$ cat src/logic/spim_pkg.sv
// package: register map, field positions and types for the serial port interrupt mask block
package spim_pkg;
    localparam int ADDR_W = 8;
    localparam int DATA_W = 32;
    localparam int NSRC = 12;
    // register offsets (byte addresses)
    localparam logic [7:0] OFF_STATUS = 8'h00;
    localparam logic [7:0] OFF_IEN_SET = 8'h04;
    localparam logic [7:0] OFF_IEN_CLR = 8'h08;
    localparam logic [7:0] OFF_MASK = 8'h0c;
    localparam logic [7:0] OFF_EVT_STAT = 8'h10;
    // source bit positions
    localparam int BIT_TX_READY = 0;
    localparam int BIT_TX_EMPTY = 1;
    localparam int BIT_TX_END = 2;
    localparam int BIT_TX_BUF_EMPTY = 3;
    localparam int BIT_RX_READY = 4;
    localparam int BIT_RX_OVERRUN = 5;
    localparam int BIT_RX_END = 6;
    localparam int BIT_RX_BUF_FULL = 7;
    localparam int BIT_RX_CMP0 = 8;
    localparam int BIT_RX_CMP1 = 9;
    localparam int BIT_TX_SYNC = 10;
    localparam int BIT_RX_SYNC = 11;
    // reset values
    localparam logic [11:0] MASK_RST = 12'h000;
    localparam logic [11:0] FLAG_RST = 12'h000;
    localparam logic [31:0] RDATA_RST = 32'h0000_0000;
    // events from the serial controller's datapath
    typedef struct packed {
        logic thr_loaded;     // holding register written
        logic thr_to_shift;   // holding word moved to shift register
        logic shift_idle;     // shift register has sent its last bit
        logic tx_cnt_zero;    // transmit counter at zero
        logic tx_cnt_wr;      // transmit counter or next counter written
        logic tx_next_zero;   // transmit next counter at zero
        logic rhr_load;       // new word into receive holding register
        logic rhr_read;       // receive holding register read
        logic rx_cnt_zero;    // receive counter at zero
        logic rx_cnt_wr;      // receive counter or next counter written
        logic rx_next_zero;   // receive next counter at zero
        logic cmp0;           // compare 0 match
        logic cmp1;           // compare 1 match
        logic tx_sync;        // transmit sync seen
        logic rx_sync;        // receive sync seen
    } spim_evt_t;
    typedef struct packed {
        logic [ADDR_W-1:0] addr;
        logic [DATA_W-1:0] wdata;
        logic wr;
        logic rd;
    } spim_bus_t;
endpackage : spim_pkg

$ cat src/logic/spim_top.sv
// serial port interrupt enable, disable and mask logic with status flags
//
// Design decisions made here: the address map and the address-and-strobe port.
`timescale 1ns/1ps
// How it works
// - writing one to enable-set bit sets that mask bit; zero leaves it
// - writing one to enable-clear bit clears that mask bit; zero does nothing
// - mask state register reads one for each enabled source
// - bits 0..7: tx ready, tx empty, tx end, tx buf empty, rx ready, overrun...
// - bits 8..11: compare0, compare1, tx sync, rx sync, each maskable alone
// - overrun sets when holding register reloads before the word or status was read
// - compare and sync flags set on event, clear on status read
// - rx buffer full is one only when both receive counters are zero
module spim_top (
    // clock, reset, enable
    input wire logic i_clk,
    input wire logic i_srst,
    input wire logic i_ce,
    // register port
    input wire logic [7:0] i_addr,
    input wire logic [31:0] i_wdata,
    input wire logic i_wr,
    input wire logic i_rd,
    output logic [31:0] o_rdata,
    // datapath events
    input wire spim_pkg::spim_evt_t i_evt,
    // interrupts
    output logic o_irq,
    output logic o_evt_irq
);
    logic [11:0] mask_reg;
    logic [11:0] flags;
    logic thr_full_reg;
    logic shift_busy_reg;
    logic tx_end_reg;
    logic rx_ready_reg;
    logic rx_unread_reg;
    logic overrun_reg;
    logic rx_end_reg;
    logic [3:0] evt_flag_reg;
    logic [11:0] evt_mask_reg;
    logic [11:0] evt_sticky;
    logic [11:0] evt_rise;
    logic [11:0] flags_d_reg;
    logic st_rd;
    logic wr_set;
    logic wr_clr;
    logic wr_eclr;
    logic [11:0] wbits;
    logic [3:0] evt_pulse;

    assign st_rd = i_rd && (i_addr == spim_pkg::OFF_STATUS);
    assign wr_set = i_wr && (i_addr == spim_pkg::OFF_IEN_SET);
    assign wr_clr = i_wr && (i_addr == spim_pkg::OFF_IEN_CLR);
    assign wr_eclr = i_wr && (i_addr == spim_pkg::OFF_EVT_STAT);
    assign wbits = i_wdata[11:0];
    assign evt_pulse = {i_evt.rx_sync, i_evt.tx_sync, i_evt.cmp1, i_evt.cmp0};

    // mask: set and clear registers only touch bits written as one
    always_ff @(posedge i_clk) begin
        if (i_srst) begin
            mask_reg <= spim_pkg::MASK_RST;
        end else if (i_ce) begin
            if (wr_set) begin
                mask_reg <= mask_reg | wbits;
            end else if (wr_clr) begin
                mask_reg <= mask_reg & ~wbits;
            end
        end
    end

    // transmit holding register and shifter occupancy
    always_ff @(posedge i_clk) begin
        if (i_srst) begin
            thr_full_reg <= 1'b0;
            shift_busy_reg <= 1'b0;
        end else if (i_ce) begin
            if (i_evt.thr_loaded) begin
                thr_full_reg <= 1'b1;
            end else if (i_evt.thr_to_shift) begin
                thr_full_reg <= 1'b0;
            end
            if (i_evt.thr_to_shift) begin
                shift_busy_reg <= 1'b1;
            end else if (i_evt.shift_idle) begin
                shift_busy_reg <= 1'b0;
            end
        end
    end

    // end of transfer flags: set at counter zero, cleared by a counter write
    always_ff @(posedge i_clk) begin
        if (i_srst) begin
            tx_end_reg <= 1'b0;
            rx_end_reg <= 1'b0;
        end else if (i_ce) begin
            if (i_evt.tx_cnt_wr) begin
                tx_end_reg <= 1'b0;
            end else if (i_evt.tx_cnt_zero) begin
                tx_end_reg <= 1'b1;
            end
            if (i_evt.rx_cnt_wr) begin
                rx_end_reg <= 1'b0;
            end else if (i_evt.rx_cnt_zero) begin
                rx_end_reg <= 1'b1;
            end
        end
    end

    // receive side: ready, unread tracking and overrun
    // unread is reset by a status read so a reload after that read is no overrun
    always_ff @(posedge i_clk) begin
        if (i_srst) begin
            rx_ready_reg <= 1'b0;
            rx_unread_reg <= 1'b0;
            overrun_reg <= 1'b0;
        end else if (i_ce) begin
            if (i_evt.rhr_load) begin
                rx_ready_reg <= 1'b1;
            end else if (i_evt.rhr_read) begin
                rx_ready_reg <= 1'b0;
            end
            if (i_evt.rhr_load) begin
                rx_unread_reg <= 1'b1;
            end else if (i_evt.rhr_read || st_rd) begin
                rx_unread_reg <= 1'b0;
            end
            if (i_evt.rhr_load && rx_unread_reg) begin
                overrun_reg <= 1'b1;
            end else if (st_rd) begin
                overrun_reg <= 1'b0;
            end
        end
    end

    // compare and sync flags: set wins over the clearing status read
    always_ff @(posedge i_clk) begin
        if (i_srst) begin
            evt_flag_reg <= 4'h0;
        end else if (i_ce) begin
            evt_flag_reg <= (st_rd ? 4'h0 : evt_flag_reg) | evt_pulse;
        end
    end

    // flag vector in register order
    always_comb begin
        flags = 12'h000;
        flags[spim_pkg::BIT_TX_READY] = ~thr_full_reg;
        flags[spim_pkg::BIT_TX_EMPTY] = ~thr_full_reg & ~shift_busy_reg;
        flags[spim_pkg::BIT_TX_END] = tx_end_reg;
        flags[spim_pkg::BIT_TX_BUF_EMPTY] = i_evt.tx_cnt_zero & i_evt.tx_next_zero;
        flags[spim_pkg::BIT_RX_READY] = rx_ready_reg;
        flags[spim_pkg::BIT_RX_OVERRUN] = overrun_reg;
        flags[spim_pkg::BIT_RX_END] = rx_end_reg;
        flags[spim_pkg::BIT_RX_BUF_FULL] = i_evt.rx_cnt_zero & i_evt.rx_next_zero;
        flags[spim_pkg::BIT_RX_SYNC:spim_pkg::BIT_RX_CMP0] = evt_flag_reg;
    end

    // rising edges of flags feed the sticky event register
    // loaded with the live flags in reset: tx ready and tx empty idle high and
    // would otherwise show a false rising edge right after release
    always_ff @(posedge i_clk) begin
        if (i_srst) begin
            flags_d_reg <= flags;
        end else if (i_ce) begin
            flags_d_reg <= flags;
        end
    end
    assign evt_rise = flags & ~flags_d_reg;

    spim_sticky u_sticky (
        .i_clk(i_clk),
        .i_srst(i_srst),
        .i_ce(i_ce),
        .i_set(evt_rise),
        .i_clr(wr_eclr ? wbits : 12'h000),
        .o_q(evt_sticky)
    );

    // event mask shares the mask layout; written at the event status offset plus one word
    always_ff @(posedge i_clk) begin
        if (i_srst) begin
            evt_mask_reg <= spim_pkg::MASK_RST;
        end else if (i_ce && i_wr && i_addr == spim_pkg::OFF_EVT_STAT + 8'h04) begin
            evt_mask_reg <= wbits;
        end
    end

    // interrupt outputs registered: o_irq one cycle behind the flags, o_evt_irq one behind the sticky events
    always_ff @(posedge i_clk) begin
        if (i_srst) begin
            o_irq <= 1'b0;
            o_evt_irq <= 1'b0;
        end else if (i_ce) begin
            o_irq <= |(flags & mask_reg);
            o_evt_irq <= |(evt_sticky & evt_mask_reg);
        end
    end

    // read data one cycle after the strobe, zero otherwise and for unmapped
    always_ff @(posedge i_clk) begin
        if (i_srst) begin
            o_rdata <= spim_pkg::RDATA_RST;
        end else if (i_ce) begin
            o_rdata <= spim_pkg::RDATA_RST;
            if (i_rd) begin
                unique case (i_addr)
                    spim_pkg::OFF_STATUS: o_rdata <= {20'h00000, flags};
                    spim_pkg::OFF_MASK: o_rdata <= {20'h00000, mask_reg};
                    spim_pkg::OFF_EVT_STAT: o_rdata <= {20'h00000, evt_sticky};
                    spim_pkg::OFF_EVT_STAT + 8'h04: o_rdata <= {20'h00000, evt_mask_reg};
                    default: o_rdata <= spim_pkg::RDATA_RST;
                endcase
            end
        end
    end
endmodule : spim_top

$ cat src/logic/spim_sticky.sv
// sticky event bits: set by a hardware pulse, cleared by writing one
`timescale 1ns/1ps
module spim_sticky (
    // clock and reset
    input wire logic i_clk,
    input wire logic i_srst,
    input wire logic i_ce,
    // events and clears
    input wire logic [11:0] i_set,
    input wire logic [11:0] i_clr,
    // sticky state
    output logic [11:0] o_q
);
    // set beats clear so an event in the clearing cycle is not lost
    always_ff @(posedge i_clk) begin
        if (i_srst) begin
            o_q <= spim_pkg::FLAG_RST;
        end else if (i_ce) begin
            o_q <= (o_q & ~i_clr) | i_set;
        end
    end
endmodule : spim_sticky

$ cat config.mk
export PLATFORM = sky130hd
export DESIGN_NAME = spim_top
export DESIGN_NICKNAME = d
export VERILOG_FILES = /design/src/logic/spim_pkg.sv /design/src/logic/spim_top.sv /design/src/logic/spim_sticky.sv
export SDC_FILE = /design/constraint.sdc
export NUM_CORES = 1
export LEC_CHECK = 0
export ABC_AREA = 1
export BUFFER_PORTS_ARGS = -buffer_cell sky130_fd_sc_hd__buf_4
export CAP_MARGIN = 20
export CORE_MARGIN = 2
export CORE_UTILIZATION = 40
export CTS_CLUSTER_DIAMETER = 150
export DETAILED_ROUTE_END_ITERATION = 12
export PLACE_DENSITY_LB_ADDON = 0.15
export SYNTH_ARGS = -nofsm -noshare
export SYNTH_HDL_FRONTEND = slang
export SYNTH_SLANG_ARGS = --single-unit
$ cat constraint.sdc
create_clock -name i_clk -period 2.9 [get_ports i_clk]
set_clock_uncertainty 0.05 [all_clocks]
set_input_delay 0 -clock i_clk [delete_from_list [all_inputs] [get_ports i_clk]]
set_output_delay 0 -clock i_clk [all_outputs]
set_load 0.01 [all_outputs]
==> out/results.tsv <==
metric	value	unit
status	finished, final reports clean	
pwr/cell area	457	nW/um2
initial antenna violation count	0	
Ant. Diodes	0	
PortBufs	53	
CP Launch Type	register	
share of cells above drive strength 1	14.2	%
hold path depth	3	
total power	2.08	mW
io pins	94	
Placed Instance Area	3970	um2
clock sinks	73	
Area Growth Syn to Fin	26.3	%
Layout Cell Area excl Fill	4550	um2
GPL Wtd Cong	0.840	
worst reg2reg path depth	5	
nets@finish	645	
crit path capture type	register	
critical path arrival	2.11	ns
ANT nets after route	0	
relative slew slack	33.1	%
Seq/Total Area, Yosys	43.9	%
Hold Crit Class	input pin to register	
maximum vdd drop	0.252	mV
final worst path period share	64.5	%
Max Cap Viol	0	
largest area contributor in the netlist	dfxtp_1	
crit path time final	1.87	ns
Clock H-tree levels	3	
leakage	2.05	nW
vias post-DR	3502	
Slew Viols, Final	0	
crit path kind	register to register	
Synth Register Bits	73	
CP Max Fanout	1	
Unique masters post-synth	27	
clock slew at reported path FFs	0.08	ns
most used cell, CP	dlygate4sd3_1	
Main synth FF type	dfxtp_1	
vias per cell	5.02	
Ys Warns	0	
TritonCTS buffer count	9	
Post-CTS Setup Inserts	0	
total global routing overflow	0	
Max stage delay on crit path	0.58	ns
GR Util All Layers	22.5	%
Hold Path Sink	evt_flag_reg[2]$_SDFFE_PP0P_	
Cell Area, Synth	3600	um2
crit-path cells	inv_1 -> nand4_1 -> dlygate4sd3_1 -> a21oi_1 -> dlygate4sd3_1	
Yosys top cell area share	33.9	%
via count of the first global-routing pass	3333	
CP required	3.14	ns
Hold Buf Count CTS	39	
pin count of the biggest net entering global routing	32	
# setup viols final	0	
final hold violations	0	
TritonRoute pass-1 iters	5	
worst-margin pin slew	0.999	ns
top-count cell post-synth	nand2_1	
first-pass GRT wire length	17200	um
Gate Count Post-Synth	502	
Iteration-0 DRC Markers	199	
FF-to-FF End	u_sticky.o_q[7]$_SDFFE_PP0P_	
R2R setup slack	1.03	ns
Post-Route WL	10600	um
synth top area cells	dfxtp_1 34%, nand2_1 14%, edfxtp_1 10%, nand3_1 9.0%, inv_1 5.7%	
CTS tree	built	
DRC Markers	0	
Root Driver	clkbuf_8	
post-DP HPWL	6860	um
Slowest cell on crit path	dlygate4sd3_1	
post-cts resize count	0	
Initial Util	41.3	%
R2R Path Start	flags_d_reg[7]$_DFFE_PP_	
Worst Hold Launch	i_ce	
number of flops mapped to enable cells by yosys	12	
final setup TNS	0	ns
Core Rows	34	
fillers	865	
die area	9780	um2
Max Freq	0.535	GHz
WL/cell	15.2	um
async set-or-reset flop fraction in the synthesized netlist	0	%
most frequent cells after synthesis	135 x nand2_1, 65 x nand3_1, 61 x dfxtp_1, 55 x inv_1, 38 x a21oi_1	
hold slack	0.0592	ns
clock latency on the worst-skew pair	0.34	ns
RSZ-0062 raised after global routing	false	
Die X	98.9	um
Mapped Avg Cell Area	7.18	um2
Core ar.	8720	um2
clk buf depth	2	
Vert. Die Dim	98.9	um
-- layout by cell type, fill, tap and decap left out, drive strengths merged, types with 2 or more instances in the layout --
cell type / synthesis / final
nand2: 138 / 138
nand3: 66 / 66
dfxtp: 61 / 61
buf: 37 / 58
inv: 55 / 55
dlygate4sd3: 0 / 39
a21oi: 39 / 39
o21ai: 38 / 38
nor2: 30 / 30
conb: 1 / 20
clkbuf: 7 / 14
edfxtp: 12 / 12
nand3b: 9 / 9
nand4: 3 / 3
a211oi: 2 / 2
clkinv: 0 / 2
-- cell families after synthesis --
logic type      Yosys count  synth area share, %
flops                    73                 43.9
buf+inv                  99                 13.4
other cells               1                0.104
simple gates            247                 30.7
compound gates           82                 11.8
-- critical path, delay by kind of cell, from the launching register on --
kind / cells / cell delay [ns]
flip-flops: 1 / 0.37
buffers and inverters: 3 / 1.20
AND/OR/NAND/NOR: 1 / 0.06
AO/OA/AOI/OAI: 1 / 0.14
-- stage by stage --
step | instances | utilization [%] | worst slack (ns)
finish | 698 | 52.2 | 1.03
CTS | 698 | 52.2 | 1.07
floorplan | 521 | - | 1.73
global route | 698 | 52.2 | 0.992
global placement | 643 | 45.5 | 1.13
detailed placement | 643 | 45.5 | 1.09
-- layer usage --
layer	share of wire [%]	global-route usage [%]	up-vias	wire, um
li1	-	-	1744	-
met1	43	30.4	1620	4600
met2	48	36.9	127	5090
met3	6.9	4.40	11	735
met4	1.7	6.32	0	180
met5	0	0	-	0
-- report_power, final --
part	switching, mW	internal, mW	total (mW)	leakage [nW]
combinational	0.121	0.102	0.224	1.32
sequential	0.0227	1.06	1.09	0.622
clock	0.361	0.408	0.769	0.102
total	0.505	1.57	2.08	2.05
-- layout make-up --
cell class / instances / area, um2 / area share (%)
Inverter: 55 / 206 / 4.54
Multi-Input combinational cell: 349 / 1610 / 35.3
Timing Repair Buffer: 97 / 826 / 18.1
Clock inverter: 2 / 10.0 / 0.220
Sequential cell: 73 / 1580 / 34.7
Tap cell: 108 / 135 / 2.97
Clock buffer: 14 / 184 / 4.04
-- how the worst max path moves through the flow --
stage | from | to | slack [ns]
2_1_floorplan | i_srst | flags_d_reg[0]$_DFFE_PP_ | 1.73
3_3_place_gp | i_ce | o_rdata[3]$_SDFFE_PP0P_ | 1.13
3_5_place_dp | i_ce | evt_mask_reg[1]$_SDFFE_PP0P_ | 1.09
4_1_cts | flags_d_reg[7]$_DFFE_PP_ | u_sticky.o_q[7]$_SDFFE_PP0P_ | 1.07
5_1_grt | flags_d_reg[7]$_DFFE_PP_ | u_sticky.o_q[7]$_SDFFE_PP0P_ | 0.99
6_report | flags_d_reg[7]$_DFFE_PP_ | u_sticky.o_q[7]$_SDFFE_PP0P_ | 1.03
Note: power is estimated with default switching activity, not from simulation.
